==> config.mk <==
export PLATFORM = sky130hd
export DESIGN_NAME = abu_break_unit
export DESIGN_NICKNAME = d
export VERILOG_FILES = /design/src/verilog/abu_pkg.sv /design/src/verilog/abu_ahb_slave.sv /design/src/verilog/abu_break_unit.sv
export SDC_FILE = /design/constraint.sdc
export NUM_CORES = 1
export LEC_CHECK = 0
export ABC_AREA = 1
export ABC_CLOCK_PERIOD_IN_PS = 3400
export BUFFER_PORTS_ARGS = -buffer_cell sky130_fd_sc_hd__buf_4
export CAP_MARGIN = 0
export CORE_MARGIN = 1.5
export CORE_UTILIZATION = 54
export DETAILED_ROUTE_END_ITERATION = 12
export PLACE_DENSITY_LB_ADDON = 0.08
export SLEW_MARGIN = 20
export SYNTH_ARGS = -nofsm -noshare
export SYNTH_HDL_FRONTEND = slang
export SYNTH_SLANG_ARGS = --single-unit
export TNS_END_PERCENT = 5
==> constraint.sdc <==
create_clock -name sys_clk -period 3.4 [get_ports sys_clk]
set_clock_uncertainty 0.15 [all_clocks]
set_input_delay 0.34 -clock sys_clk [delete_from_list [all_inputs] [get_ports sys_clk]]
set_output_delay 0.34 -clock sys_clk [all_outputs]
set_load 0.01 [all_outputs]
==> src/verilog/abu_pkg.sv <==
// Purpose: Constants for the address breakpoint unit
// Assumes: AHB-Lite register access, 32-bit data, one register per aligned word
// Notes:   Register offsets are byte addresses within the unit
//
// Functional notes
// - With the enable bit set, the full 16-bit CPU address is compared with the break address and equality requests a break; with it clear no match breaks occur.
// - The enable bit is bit 7 of the control/status register, read/write, cleared by writing zero and by reset.
// - The active flag is set on every enabled address match; one means a match occurred.
// - Software writing one to the active flag requests a break regardless of any comparison.
// - The active flag clears only by a zero write or reset, and software clears it before leaving the break routine.
// - The break address is held in separate read/write high and low byte registers, both cleared by reset.
// - The wait-exit flag reads one when a break took the processor out of wait mode, zero otherwise.
// - The register holding the wait-exit flag works only in emulation mode.
// - Writing zero to the wait-exit flag clears it and the other bits of that register are reserved.
// - The flag-clear enable bit is read/write and, only while set, lets software clear module status bits in the break state.
// - While in the break state the unit asserts a halt to the timer counter.
// - In the break state the watchdog is held disabled while the high test voltage is on the reset pin.
// - In wait and stop modes the configuration is kept but no address-match break is produced.
// - A break request drives the breakpoint signal to the system integration unit, which forces the software interrupt.
// - An opcode-address match holds the instruction back until the break routine ends; an operand match lets it finish first.

package abu_pkg;
  localparam logic [11:0] ABU_OFS_CTRL_STAT  = 12'h000;
  localparam logic [11:0] ABU_OFS_ADDR_HIGH  = 12'h004;
  localparam logic [11:0] ABU_OFS_ADDR_LOW   = 12'h008;
  localparam logic [11:0] ABU_OFS_WAIT_STAT  = 12'h00C;
  localparam logic [11:0] ABU_OFS_FLAG_CTRL  = 12'h010;
  localparam logic [11:0] ABU_OFS_IRQ_STAT   = 12'h014;
  localparam logic [11:0] ABU_OFS_IRQ_MASK   = 12'h018;

  localparam int ABU_BIT_ENABLE     = 7;
  localparam int ABU_BIT_ACTIVE     = 6;
  localparam int ABU_BIT_WAIT_EXIT  = 1;
  localparam int ABU_BIT_CLR_ENABLE = 7;

  // Interrupt status layout
  localparam int ABU_IRQ_MATCH     = 0;
  localparam int ABU_IRQ_SOFT      = 1;
  localparam int ABU_IRQ_WAIT_EXIT = 2;
  localparam int ABU_IRQ_WIDTH     = 3;

  localparam logic [7:0]  ABU_RESET_BYTE = 8'h00;
  localparam logic [1:0]  ABU_HTRANS_NONSEQ = 2'h2;
  localparam logic [31:0] ABU_ZERO_WORD = 32'h0000_0000;

  typedef enum logic [1:0] {
    ABU_ST_RUN,
    ABU_ST_BREAK
  } abu_state_type;
endpackage

==> src/verilog/abu_ahb_slave.sv <==
// Purpose: AHB-Lite slave front end: captures the address phase, gives write strobes
// Assumes: Single word transfers, always zero wait states, OKAY response
// Notes:   Read data is produced by the parent from the captured offset

`timescale 1ns/100ps

module abu_ahb_slave
  import abu_pkg::*;
(
  // Clock and reset
  input  wire logic        sys_clk,
  input  wire logic        sys_rst,
  // AHB address phase
  input  wire logic        hsel,
  input  wire logic [11:0] haddr,
  input  wire logic [1:0]  htrans,
  input  wire logic        hwrite,
  input  wire logic        hready,
  // Captured data phase
  output logic             wr_pending,
  output logic             rd_pending,
  output logic [11:0]      data_ofs
);

  logic       wr_pending_reg;
  logic       rd_pending_reg;
  logic [11:0] data_ofs_reg;
  wire        take_phase = hsel & hready & (htrans == ABU_HTRANS_NONSEQ);

  always_ff @(posedge sys_clk or posedge sys_rst) begin
    if (sys_rst) begin
      wr_pending_reg <= 1'b0;
      rd_pending_reg <= 1'b0;
      data_ofs_reg   <= 12'h000;
    end else if (hready) begin
      wr_pending_reg <= take_phase & hwrite;
      rd_pending_reg <= take_phase & ~hwrite;
      data_ofs_reg   <= haddr;
    end
  end

  assign wr_pending = wr_pending_reg;
  assign rd_pending = rd_pending_reg;
  assign data_ofs   = data_ofs_reg;

endmodule // abu_ahb_slave

==> src/verilog/abu_break_unit.sv <==
// Purpose: Address breakpoint unit: match compare, break request and break-state controls
// Assumes: CPU address and cycle-valid are synchronous to sys_clk; zero-wait AHB-Lite slave
// Notes:   Break state runs from break entry until the CPU reports the ending return
//
// The AHB-Lite slave port and the register addresses were decided locally.

`timescale 1ns/100ps

module abu_break_unit
  import abu_pkg::*;
#(
  parameter int ADDR_WIDTH = 16
) (
  // Clock and reset
  input  wire logic                  sys_clk,
  input  wire logic                  sys_rst,
  // AHB-Lite register bus
  input  wire logic                  hsel,
  input  wire logic [11:0]           haddr,
  input  wire logic [1:0]            htrans,
  input  wire logic                  hwrite,
  input  wire logic [2:0]            hsize,
  input  wire logic [31:0]           hwdata,
  input  wire logic                  hready,
  output logic [31:0]                hrdata,
  output logic                       hreadyout,
  output logic                       hresp,
  // CPU side
  input  wire logic [ADDR_WIDTH-1:0] cpu_addr,
  input  wire logic                  cpu_addr_valid,
  input  wire logic                  cpu_opcode_fetch,
  input  wire logic                  cpu_low_power,
  input  wire logic                  cpu_wait_mode,
  input  wire logic                  cpu_break_return,
  // System integration unit and modules
  input  wire logic                  emulation_mode,
  input  wire logic                  high_test_voltage,
  output logic                       breakpoint_request,
  output logic                       break_opcode_hold,
  output logic                       break_state,
  output logic                       timer_module_halt,
  output logic                       watchdog_unit_hold,
  output logic                       status_clear_allow,
  // Interrupt
  output logic                       break_irq
);

  logic        wr_pending;
  logic        rd_pending;
  logic [11:0] data_ofs;

  abu_ahb_slave u_slave (
    .sys_clk    (sys_clk),
    .sys_rst    (sys_rst),
    .hsel       (hsel),
    .haddr      (haddr),
    .htrans     (htrans),
    .hwrite     (hwrite),
    .hready     (hready),
    .wr_pending (wr_pending),
    .rd_pending (rd_pending),
    .data_ofs   (data_ofs)
  );

  // Registers
  logic                     match_break_enable_reg;
  logic                     break_active_flag_reg;
  logic [7:0]               break_address_high_reg;
  logic [7:0]               break_address_low_reg;
  logic                     wait_exit_by_break_flag_reg;
  logic                     flag_clear_in_break_enable_reg;
  logic [ABU_IRQ_WIDTH-1:0] irq_status_reg;
  logic [ABU_IRQ_WIDTH-1:0] irq_mask_reg;
  abu_state_type            state_reg;
  logic                     breakpoint_request_reg;
  logic                     break_opcode_hold_reg;
  logic [31:0]              hrdata_reg;

  // Write decode
  wire wr_ctrl  = wr_pending & (data_ofs == ABU_OFS_CTRL_STAT);
  wire wr_high  = wr_pending & (data_ofs == ABU_OFS_ADDR_HIGH);
  wire wr_low   = wr_pending & (data_ofs == ABU_OFS_ADDR_LOW);
  wire wr_wait  = wr_pending & (data_ofs == ABU_OFS_WAIT_STAT);
  wire wr_fctl  = wr_pending & (data_ofs == ABU_OFS_FLAG_CTRL);
  wire wr_istat = wr_pending & (data_ofs == ABU_OFS_IRQ_STAT);
  wire wr_imask = wr_pending & (data_ofs == ABU_OFS_IRQ_MASK);

  wire [ADDR_WIDTH-1:0] break_address =
    ADDR_WIDTH'({break_address_high_reg, break_address_low_reg});

  // Address bus stands still in wait and stop, so no match can come from there
  wire addr_match = match_break_enable_reg & cpu_addr_valid & ~cpu_low_power
                  & (cpu_addr == break_address);
  wire soft_break = wr_ctrl & hwdata[ABU_BIT_ACTIVE];
  wire break_req  = addr_match | soft_break;
  wire in_break   = (state_reg == ABU_ST_BREAK);
  wire enter_break = break_req & ~in_break;
  wire leave_break = in_break & cpu_break_return;
  // Emulation only: outside it the wait-exit flag never sets
  wire wait_exit_event = enter_break & cpu_wait_mode & emulation_mode;

  wire [ABU_IRQ_WIDTH-1:0] irq_events;
  assign irq_events[ABU_IRQ_MATCH]     = addr_match;
  assign irq_events[ABU_IRQ_SOFT]      = soft_break;
  assign irq_events[ABU_IRQ_WAIT_EXIT] = wait_exit_event;

  wire [ABU_IRQ_WIDTH-1:0] irq_status_next =
    irq_events | (irq_status_reg & ~(wr_istat ? hwdata[ABU_IRQ_WIDTH-1:0]
                                              : {ABU_IRQ_WIDTH{1'b0}}));

  // Control/status register
  always_ff @(posedge sys_clk or posedge sys_rst) begin
    if (sys_rst) begin
      match_break_enable_reg <= 1'b0;
      break_active_flag_reg  <= 1'b0;
    end else begin
      if (wr_ctrl) begin
        match_break_enable_reg <= hwdata[ABU_BIT_ENABLE];
      end
      // A match in the same cycle as a zero write keeps the flag set
      if (addr_match | soft_break) begin
        break_active_flag_reg <= 1'b1;
      end else if (wr_ctrl & ~hwdata[ABU_BIT_ACTIVE]) begin
        break_active_flag_reg <= 1'b0;
      end
    end
  end

  // Break address registers
  always_ff @(posedge sys_clk or posedge sys_rst) begin
    if (sys_rst) begin
      break_address_high_reg <= ABU_RESET_BYTE;
      break_address_low_reg  <= ABU_RESET_BYTE;
    end else begin
      if (wr_high) begin
        break_address_high_reg <= hwdata[7:0];
      end
      if (wr_low) begin
        break_address_low_reg <= hwdata[7:0];
      end
    end
  end

  // Wait status and flag control
  always_ff @(posedge sys_clk or posedge sys_rst) begin
    if (sys_rst) begin
      wait_exit_by_break_flag_reg    <= 1'b0;
      flag_clear_in_break_enable_reg <= 1'b0;
    end else begin
      if (wait_exit_event) begin
        wait_exit_by_break_flag_reg <= 1'b1;
      end else if (wr_wait & ~hwdata[ABU_BIT_WAIT_EXIT]) begin
        wait_exit_by_break_flag_reg <= 1'b0;
      end
      if (wr_fctl) begin
        flag_clear_in_break_enable_reg <= hwdata[ABU_BIT_CLR_ENABLE];
      end
    end
  end

  // Interrupt status and mask
  always_ff @(posedge sys_clk or posedge sys_rst) begin
    if (sys_rst) begin
      irq_status_reg <= {ABU_IRQ_WIDTH{1'b0}};
      irq_mask_reg   <= {ABU_IRQ_WIDTH{1'b0}};
    end else begin
      irq_status_reg <= irq_status_next;
      if (wr_imask) begin
        irq_mask_reg <= hwdata[ABU_IRQ_WIDTH-1:0];
      end
    end
  end

  // Break state sequencing
  always_ff @(posedge sys_clk or posedge sys_rst) begin
    if (sys_rst) begin
      state_reg              <= ABU_ST_RUN;
      breakpoint_request_reg <= 1'b0;
      break_opcode_hold_reg  <= 1'b0;
    end else begin
      breakpoint_request_reg <= enter_break;
      unique case (state_reg)
        ABU_ST_RUN: begin
          if (enter_break) begin
            state_reg <= ABU_ST_BREAK;
            // Opcode match blocks that instruction; operand match lets it finish
            break_opcode_hold_reg <= addr_match & cpu_opcode_fetch;
          end
        end
        ABU_ST_BREAK: begin
          if (leave_break) begin
            state_reg             <= ABU_ST_RUN;
            break_opcode_hold_reg <= 1'b0;
          end
        end
        default: begin
          state_reg <= ABU_ST_RUN;
        end
      endcase
    end
  end

  // Read mux
  wire [31:0] rd_ctrl  = {24'h00_0000, match_break_enable_reg, break_active_flag_reg, 6'h00};
  wire [31:0] rd_high  = {24'h00_0000, break_address_high_reg};
  wire [31:0] rd_low   = {24'h00_0000, break_address_low_reg};
  wire [31:0] rd_wait  = {30'h0000_0000, wait_exit_by_break_flag_reg, 1'b0};
  wire [31:0] rd_fctl  = {24'h00_0000, flag_clear_in_break_enable_reg, 7'h00};
  wire [31:0] rd_istat = {{(32-ABU_IRQ_WIDTH){1'b0}}, irq_status_reg};
  wire [31:0] rd_imask = {{(32-ABU_IRQ_WIDTH){1'b0}}, irq_mask_reg};

  wire [31:0] rd_word =
    (data_ofs == ABU_OFS_CTRL_STAT) ? rd_ctrl  :
    (data_ofs == ABU_OFS_ADDR_HIGH) ? rd_high  :
    (data_ofs == ABU_OFS_ADDR_LOW)  ? rd_low   :
    (data_ofs == ABU_OFS_WAIT_STAT) ? rd_wait  :
    (data_ofs == ABU_OFS_FLAG_CTRL) ? rd_fctl  :
    (data_ofs == ABU_OFS_IRQ_STAT)  ? rd_istat :
    (data_ofs == ABU_OFS_IRQ_MASK)  ? rd_imask : ABU_ZERO_WORD;

  // Zero-wait reads need the word in the data phase itself, so it is decoded combinationally
  // from the offset captured by the slave; the register only holds the word after the data phase
  always_ff @(posedge sys_clk or posedge sys_rst) begin
    if (sys_rst) begin
      hrdata_reg <= ABU_ZERO_WORD;
    end else begin
      hrdata_reg <= rd_word;
    end
  end

  assign hrdata    = rd_pending ? rd_word : hrdata_reg;
  assign hreadyout = 1'b1;
  assign hresp     = 1'b0;

  // Outputs to the rest of the chip
  assign breakpoint_request = breakpoint_request_reg;
  assign break_opcode_hold  = break_opcode_hold_reg;
  assign break_state        = in_break;
  assign timer_module_halt  = in_break;
  assign watchdog_unit_hold = in_break & high_test_voltage;
  assign status_clear_allow = ~in_break | flag_clear_in_break_enable_reg;
  assign break_irq          = |(irq_status_reg & irq_mask_reg);

endmodule // abu_break_unit

==> results of run 1 <==
metrics by stage:
step	hold WS, ps	std cells	area [um^2]	total power [mW]	setup WS (ps)
3_5_place_dp	357	539	3590	0.817	1310
5_1_grt	54.3	547	3690	1.24	824
3_3_place_gp	336	539	3590	0.814	1340
6_report	40.6	547	3690	1.18	965
4_1_cts	48.7	547	3680	1.19	971
2_1_floorplan	286	435	3250	0.768	1590
worst max-delay path, cell delays in order (launching register included):
cell and delay (ps):
dfrtp_1 410, nor2_2 150, nand2_4 100, inv_1 170, nand2_1 200, inv_1 150
nand2_1 60, nand4_1 150, nand2_1 70, nand2_1 70, buf_4 110
cell families (layout without fill, tap and decap cells):
| group | after synthesis | count (layout) | share of synthesized area |
|---|---|---|---|
| xor gates and xnor gates | 4 | 4 | 0.0111 |
| other | 2 | 26 | 0.00237 |
| and+or+nand+nor | 199 | 199 | 0.297 |
| buffers and inverters | 93 | 133 | 0.148 |
| muxes | 8 | 8 | 0.0285 |
| DFF | 51 | 51 | 0.403 |
| AOI/OAI and AO/OA | 54 | 54 | 0.110 |
layout by cell type, fill, tap and decap left out, drive strengths merged, types with 3 or more instances in the layout:
cell type	count
buf	64
nor2	41
o211ai	3
nand2	126
mux2	8
conb	26
o22ai	6
clkinv	3
clkbuf	6
o32ai	3
dfrtp	51
nand3	21
a21oi	9
xnor2	4
o21ai	28
inv	59
nand4	6
power by group:
| group | total, mW | internal (mW) | switching, mW |
|---|---|---|---|
| Clock | 0.380 | 0.167 | 0.213 |
| Sequential | 0.641 | 0.625 | 0.0160 |
| Combinational | 0.163 | 0.0683 | 0.0952 |
routing by layer:
layer / GRT usage / vias up
li1: - / 1364
met1: 0.334 / 1263
met2: 0.408 / 93
met3: 0.0400 / 6
met4: 0.0632 / 0
met5: 0 / -
synthesized netlist by cell type:
library cell	n
a21boi_0	1
a21oi_1	5
a21oi_2	4
a31oi_1	2
and3b_1	1
buf_2	1
buf_4	27
buf_6	2
clkbuf_1	2
clkinv_2	1
conb_1	2
dfrtp_1	51
inv_1	58
inv_2	2
mux2_1	1
mux2_2	7
nand2_1	117
nand2_2	3
nand2_4	6
nand3_1	20
nand3_2	1
nand3b_1	1
nand4_1	6
nor2_1	30
nor2_2	6
nor2_4	2
nor2_8	3
nor3_1	2
o211ai_1	3
o21a_1	2
o21ai_0	21
o21ai_2	7
o22ai_1	6
o32ai_1	3
or2_2	1
xnor2_1	4
area by class of cell:
cell class              count  area, um^2
fillers                   503        1890
clock buffers               6        82.6
well taps                  72        90.1
flip-flops and latches     51        1280
repair buffers             64         480
inverters                  61         231
clock inverters             2        16.3
multi-input cells         291        1510
how the worst max path moves through the flow:
stage / from / end / slack (ps)
CTS: u_slave.data_ofs[11] / hrdata[2] / 970
detailed placement: u_slave.data_ofs[11] / hrdata[2] / 1310
global route: u_slave.data_ofs[9] / hrdata[2] / 820
finish: u_slave.data_ofs[11] / hrdata[2] / 970
floorplan: u_slave.data_ofs[9] / hrdata[1] / 1590
global placement: u_slave.data_ofs[11] / hrdata[2] / 1340
==> impl_metrics.toml, run 1 <==
[placement]
dp_hpwl_um = 5550
routabilityCongestion = 0.905
io_buffers = 64

[global_routing]
grt_pass1_vias = 2642
track_usage = 0.246
antenna_found_initial = 0
grt_pass1_wl_um = 12000
overflow = 0
grt_max_degree = 52

[floorplanning]
dieArea_um2 = 6330
num_rows = 27
die_w_um = 79.5
start_util = 0.567
io_pins = 118
coreArea_um2 = 5570
die_h_um = 79.5

[setup_path]
crit_arrival_ps = 1940
reg2reg_slack_ps = 1550
reg2reg_depth = 6
cp-start-kind = "flop"
r2r_start = "u_slave.data_ofs[1]"
critical_path_required_ps = 2910
crit_fanout = 5
end_kind = "output pin"
critical_path_class = "reg2out"
rr_endpoint = "break_address_high_reg[1]"

[routing]
postRouteAntennaNets = 0
vias = 2726
dr.pass1.iters = 4
routed_via_density = 4.98
routed_wl_um = 7160
wl_met2_um = 3490
wl_met1_um = 3190
dr_wl_met3_um = 416
wire_per_inst_um = 13.1
topRoutingLayerUsed = "met4"
drt_iter0_drc = 236
drc = 0

[job]
drv_cap = 0

[synthesis]
synth.top_cell.area_share = 0.403
yosysWarnings = 0
syn_area_per_cell_um2 = 7.70
seq_area_frac_synth = 0.403
synth-seq-cells = 51
synthCells = 411
ys_types = 36
yosys.area.top_type = "dfrtp_1"
netlist_area_um2 = 3160
synth.area.top_cells = "dfrtp_1 (40%), nand2_1 (14%), inv_1 (6.9%)"

[power]
power_leakage_nw = 2.17
peakVddDrop_v = 0.000184
p_per_area_nw_per_um2 = 321

[cts]
cts-htree-levels = 2
clk_pin_slew_ps = 100
cts_buffers = 5
cts_tree = "done"
cts_resized = 0
cts_sinks = 51
post-cts-setup-buffers = 0
cts_root_buf = "clkbuf_8"
hold_buffers = 0
clockBufferDepth = 2
insertion_delay_ps = 310

[min_path]
hp-class = "in2async"

[final_layout]
largest_reg_flops = 12
n_antenna_cell = 0
fin_util = 0.661
drive_above_1_share = 0.244
area_growth_pct = 16.5
finalNetCount = 551

[sta]
hold_viol = 0
timing.final.crit_share = 0.716
fmax_ghz = 0.411
fin_tns_setup_ps = 0
worst_pin_slew_ps = 896
relSlewSlack = 0.402
finalCriticalPeriod_ps = 2430
setup_violations = 0
rsz0062_at_grt = "false"
final_max_slew_viol_count = 0

[run_status]
status = "complete, no violations"
(Power assumes the default switching activity.)
==> run 2, diff against run 1 <==
--- a/config.mk
+++ b/config.mk
@@ -5,12 +5,12 @@
 export SDC_FILE = /design/constraint.sdc
 export NUM_CORES = 1
 export LEC_CHECK = 0
-export ABC_AREA = 1
-export ABC_CLOCK_PERIOD_IN_PS = 3400
+export ABC_AREA = 0
+export ABC_CLOCK_PERIOD_IN_PS = 2250
 export BUFFER_PORTS_ARGS = -buffer_cell sky130_fd_sc_hd__buf_4
 export CAP_MARGIN = 0
 export CORE_MARGIN = 1.5
-export CORE_UTILIZATION = 54
+export CORE_UTILIZATION = 48
 export DETAILED_ROUTE_END_ITERATION = 12
 export PLACE_DENSITY_LB_ADDON = 0.08
 export SLEW_MARGIN = 20
==> constraint.sdc (replaced) <==
create_clock -name sys_clk -period 2.25 [get_ports sys_clk]
set_clock_uncertainty 0.15 [all_clocks]
set_input_delay 0.225 -clock sys_clk [delete_from_list [all_inputs] [get_ports sys_clk]]
set_output_delay 0.225 -clock sys_clk [all_outputs]
set_load 0.01 [all_outputs]
==> run 2 against run 1 <==
Against the previous run: the flow now finishes with violations (setup timing); die area up 0.50%; final cell count down 24%; via count down 22%; count of clock-buffer cells in the layout down 1; clock power up 99%; critical path depth down 3; sequential power up 53%; first-iteration DRC count down 70%; synthesized area down 11%; worst hold slack worse by 38 ps; cell area up 1.4%; sequential share of layout area down 0.41 points; critical endpoint unchanged; largest cell class unchanged.
==> impl_metrics.toml, run 2 <==
[run_status]
status = "complete, but fails checks"
violations = "setup timing"

[final_layout]
multi_input_area_um2 = 1430
largest_reg_flops = 12
finalNetCount = 420
n_antenna_cell = 0
final_common_cell = "buf_4"
fin_util = 0.666
drive_above_1_share = 0.485
layout_common_cells = "buf_4 (86), dfrtp_1 (49), mux2_2 (41)"
nFillCells = 458
area_growth_pct = 32.2
seqCellArea_um2 = 1280

[power]
p_sw_frac = 0.240
peakVddDrop_v = 0.000357
internal_power_mw = 1.56
netSwitchingPower_uw = 494
power.share.sequential = 0.478
p_per_area_nw_per_um2 = 550
power_frac_comb = 0.154
power_leakage_nw = 1.79
power.share.clock = 0.368

[placement]
routabilityCongestion = 0.860
dp_hpwl_um = 5000
io_buffers = 64

[setup_path]
crit_arrival_ps = 1890
crit_slowest_cell = "dfrtp_2"
reg2reg_slack_ps = 100
rr_endpoint = "break_address_low_reg[5]"
critical_path_class = "reg2out"
r2r_start = "u_slave.data_ofs[5]"
crit_fanout = 10
crit_chain = "nor2b_4 > buf_12 > a21o_1 > a22oi_2 > a211oi_2 > mux2_2 > buf_4"
end_kind = "output pin"
critPathBufInv = 2
crit_path_max_incr_delay_ps = 470
cp-start-kind = "flop"
critical_path_required_ps = 1880
crit_family = "flip-flops"
reg2reg_depth = 7

[sta]
timing.final.crit_share = 1.01
relSlewSlack = 0.659
finalCriticalPeriod_ps = 2270
hold_viol = 0
worst_pin_slew_ps = 511
setup_slack_ps = -15.6
fmax_ghz = 0.441
setup_violations = 1
whs_ps = 2.92
final_max_slew_viol_count = 0
rsz0062_at_grt = "true"

[routing]
drt_iter0_drc = 71
routed_via_density = 5.12
postRouteAntennaNets = 0
routed_wl_um = 6610
drc = 0
wire_per_inst_um = 15.9
vias = 2128
dr.pass1.iters = 4

[synthesis]
synth-seq-cells = 51
synth_most_common_cell = "dfrtp_1"
seq_area_frac_synth = 0.452
ys_top_cells_by_count = "dfrtp_1 (51), mux2_2 (42), buf_4 (30), xnor2_1 (13)"
ys_types = 46
synthCells = 250
synth-async-reset-ratio = 1.00
synth_edf_count = 0
synth.area.top_cells = "dfrtp_1 (45%), mux2_2 (17%), buf_4 (8.0%)"
netlist_area_um2 = 2830
synth_top_flop_cell = "dfrtp_1"
synth.top_cell.area_share = 0.452
yosysWarnings = 0
syn_area_per_cell_um2 = 11.3
yosys.area.top_type = "dfrtp_1"

[cts]
cts_tree = "done"
cts_sinks = 51
cts-htree-levels = 2
cts_buffers = 5
clk_pin_slew_ps = 90
clockBufferDepth = 2
insertion_delay_ps = 300
cts_root_buf = "clkbuf_8"

[min_path]
min_to = "u_slave.data_ofs[11]"
hp-start = "haddr[11]"
whs_path_depth = 2
hp-class = "in2reg"

[floorplanning]
coreArea_um2 = 5610
start_util = 0.504
num_rows = 27
dieArea_um2 = 6360
io_pins = 118
die_w_um = 79.7
die_h_um = 79.7

[global_routing]
grt_max_degree = 25
grt_pass1_vias = 2124
antenna_found_initial = 0
track_usage = 0.213
grt_pass1_wl_um = 10400
overflow = 0

[job]
drv_cap = 0
## run 2: logic make-up (layout without fill, tap and decap cells)
group | count (synthesis) | after routing | share of synthesized area
other | 2 | 26 | 0.00266
buffers and inverters | 41 | 111 | 0.0983
AOI/OAI and AO/OA | 28 | 28 | 0.0801
xor gates and xnor gates | 16 | 16 | 0.0496
DFF | 51 | 51 | 0.452
muxes | 46 | 46 | 0.182
and+or+nand+nor | 66 | 66 | 0.136
## run 2: worst max path at each step
stage | startpoint | endpoint | cells past startpoint
floorplan | u_slave.data_ofs[5] | hrdata[1] | 5
global placement | u_slave.data_ofs[2] | hrdata[2] | 6
detailed placement | u_slave.data_ofs[2] | hrdata[2] | 6
CTS | u_slave.data_ofs[8] | hrdata[0] | 6
global route | u_slave.data_ofs[5] | hrdata[0] | 6
finish | u_slave.data_ofs[3] | hrdata[2] | 7
## run 2: power by group through the flow
| stage | registers (mW) | clock network [mW] | logic, mW |
|---|---|---|---|
| 2_1_floorplan | 0.981 | 0 | 0.193 |
| 3_3_place_gp | 0.997 | 0 | 0.265 |
| 3_5_place_dp | 0.998 | 0 | 0.269 |
| 4_1_cts | 0.982 | 0.768 | 0.300 |
| 5_1_grt | 0.987 | 0.801 | 0.346 |
| 6_report | 0.982 | 0.757 | 0.317 |
## run 2: layout make-up
type                       count  share of cell area
clock inverter                 3              0.0181
timing repair buffer          99               0.211
multi-input combinational    182               0.383
sequential                    51               0.342
tap                           72              0.0241
clock buffer                   5              0.0184
inverter                       4             0.00402
## run 2: per-layer routing
metal  vias to the layer above  share of wire  GRT usage  wire length (um)
met4                         0          0.013     0.0690                87
met5                         -              0          0                 0
met2                        75           0.50      0.373              3320
met3                         7          0.054     0.0343               355
li1                       1015              -          -                 -
met1                      1031           0.43      0.267              2840
## run 2: per-stage QoR
| stage | setup WS (ps) | power (mW) | setup TNS, ps | cells | cell area, um^2 |
|---|---|---|---|---|---|
| 2_1_floorplan | 395 | 1.17 | 0 | 274 | 2920 |
| 3_3_place_gp | 112 | 1.26 | 0 | 387 | 3340 |
| 3_5_place_dp | 95.6 | 1.27 | 0 | 387 | 3340 |
| 4_1_cts | -19.9 | 2.05 | -57.2 | 409 | 3650 |
| 5_1_grt | -103 | 2.13 | -445 | 416 | 3740 |
| 6_report | -15.6 | 2.06 | -15.6 | 416 | 3740 |
## run 2: what timing repair did
action / 4_1_cts / 5_1_grt
hold endpoints to repair: 31 / 1
resized for setup: 12 / 11
hold buffers: 10 / 1
endpoints found under the setup margin: 8 / 8
setup buffers: 4 / 6
pin swaps: 4 / 5
==> run 3, diff against run 2 <==
--- a/config.mk
+++ b/config.mk
@@ -9,7 +9,7 @@
 export ABC_CLOCK_PERIOD_IN_PS = 2250
 export BUFFER_PORTS_ARGS = -buffer_cell sky130_fd_sc_hd__buf_4
 export CAP_MARGIN = 0
-export CORE_MARGIN = 1.5
+export CORE_MARGIN = 2
 export CORE_UTILIZATION = 48
 export DETAILED_ROUTE_END_ITERATION = 12
 export PLACE_DENSITY_LB_ADDON = 0.08
==> run 3 against run 2 <==
Against the previous run: the run now ends clean; global-route usage fell by 0.60 points; highest routed layer unchanged; register-to-register slack improved by 20 ps; first-iteration DRC count shrank 5.6%; final cell count is 1.4% higher; combinational power rose by 6%; setup slack gained 26 ps; non-clock buffer count increased by 6; critical path type unchanged; total power fell by 3.7%.
==> impl_metrics.toml, run 3 (same netlist as run 2, synthesis figures left out) <==
[run_status]
status = "complete, no violations"

[power]
power_leakage_nw = 1.82
netSwitchingPower_uw = 490
peakVddDrop_v = 0.000349
power.share.clock = 0.334
p_sw_frac = 0.247
p_per_area_nw_per_um2 = 519
power.share.sequential = 0.496
internal_power_mw = 1.49
power_frac_comb = 0.170

[global_routing]
overflow = 0
grt_pass1_wl_um = 10300
track_usage = 0.207
grt_pass1_vias = 2111
antenna_found_initial = 0
grt_max_degree = 52

[floorplanning]
io_pins = 118
die_w_um = 80.7
start_util = 0.504
dieArea_um2 = 6520
coreArea_um2 = 5610
num_rows = 27
die_h_um = 80.7

[final_layout]
seqCellArea_um2 = 1280
n_antenna_cell = 0
finalNetCount = 426
drive_above_1_share = 0.491
fin_area_um2 = 3810
multi_input_area_um2 = 1460
layout_common_cells = "buf_4 (85), dfrtp_1 (49), mux2_2 (40)"
fin_cells = 422
largest_reg_flops = 12
final_common_cell = "buf_4"
area_growth_pct = 35.0
nFillCells = 461
fin_util = 0.680

[sta]
whs_ps = 13.0
timing.final.crit_share = 0.995
setup_slack_ps = 10.5
final_max_slew_viol_count = 0
setup_violations = 0
worst_pin_slew_ps = 644
relSlewSlack = 0.570
finalCriticalPeriod_ps = 2240
hold_viol = 0
fmax_ghz = 0.447
rsz0062_at_grt = "true"

[setup_path]
critical_path_required_ps = 1880
cp-start-kind = "flop"
crit_chain = "nor2b_4 > buf_12 > a21o_1 > a22oi_2 > a211oi_2 > mux2_4 > buf_6"
end_kind = "output pin"
crit_slowest_cell = "dfrtp_2"
crit_arrival_ps = 1860
crit_fanout = 10
critical_path_class = "reg2out"
crit_path_max_incr_delay_ps = 460

[routing]
postRouteAntennaNets = 0
dr.pass1.iters = 4
dr_wl_met3_um = 382
wl_met1_um = 2790
routed_wl_um = 6410
wire_per_inst_um = 15.2
topRoutingLayerUsed = "met4"
wl_met2_um = 3140
routed_via_density = 5.10
drt_iter0_drc = 67
vias = 2154
drc = 0

[cts]
clk_pin_slew_ps = 90
insertion_delay_ps = 310
cts_root_buf = "clkbuf_8"
cts_buffers = 5
clockBufferDepth = 2
cts_tree = "done"
cts_sinks = 51
cts-htree-levels = 2

[job]
drv_cap = 0

[placement]
dp_worst_setup_slack_ps = 108
dp_hpwl_um = 4770
io_buffers = 64
routabilityCongestion = 0.813
dp.cells = 386
placed_area_um2 = 3330

[min_path]
hp-class = "in2reg"
-- run 3: final cells by class --
cell class / instances / share of cell area
multi-input cells: 182 / 0.383
flip-flops and latches: 51 / 0.335
well taps: 72 / 0.0236
repair buffers: 105 / 0.223
inverters: 4 / 0.00394
clock inverters: 2 / 0.00918
clock buffers: 6 / 0.0216
-- run 3: repair_timing --
item	in CTS	in global routing
gates resized for setup	13	19
endpoints found under the setup margin	8	5
endpoints found under the hold margin	65	1
setup buffers	3	9
pin swaps	4	7
hold buffers	15	1
-- run 3: per-layer routing --
layer  global-route usage  up-vias
li1                     -     1026
met1                0.270     1046
met2                0.358       71
met3               0.0378       11
met4               0.0525        0
met5                    0        -
-- run 3: worst max-delay path, delay by kind of cell (launching register included) --
| kind | cells | cell delay (ps) |
|---|---|---|
| multiplexers | 1 | 270 |
| AND/OR/NAND/NOR | 1 | 150 |
| buffers and inverters | 2 | 260 |
| AO/OA/AOI/OAI | 3 | 420 |
| flip-flops | 1 | 460 |
-- run 3: power groups by stage --
stage                     logic [mW]  registers, mW  clock network, mW
final                          0.336          0.983              0.661
after global placement         0.263          0.997                  0
after global routing           0.367          0.988              0.717
after detailed placement       0.267          0.998                  0
after CTS                      0.303          0.982              0.682
after floorplan                0.193          0.981                  0
-- run 3: worst paths after layout --
kind	from	end	cells past startpoint	slack, ps
worst max-delay path	u_slave.data_ofs[3]	hrdata[2]	7	10
worst min-delay path	hwdata[3]	break_address_high_reg[3]	2	10
worst max register to register	u_slave.data_ofs[5]	break_address_low_reg[1]	7	120
worst min register to register	break_active_flag_reg	break_active_flag_reg	2	360
max in group asynchronous	sys_rst	u_slave.data_ofs[3]	4	990
min in group asynchronous	sys_rst	state_reg[0]	4	500
-- run 3: through the flow --
step	power, mW	setup TNS (ps)
after global routing	2.07	-317
after detailed placement	1.27	0
after global placement	1.26	0
after floorplan	1.17	0
after CTS	1.97	-42.2
final	1.98	0
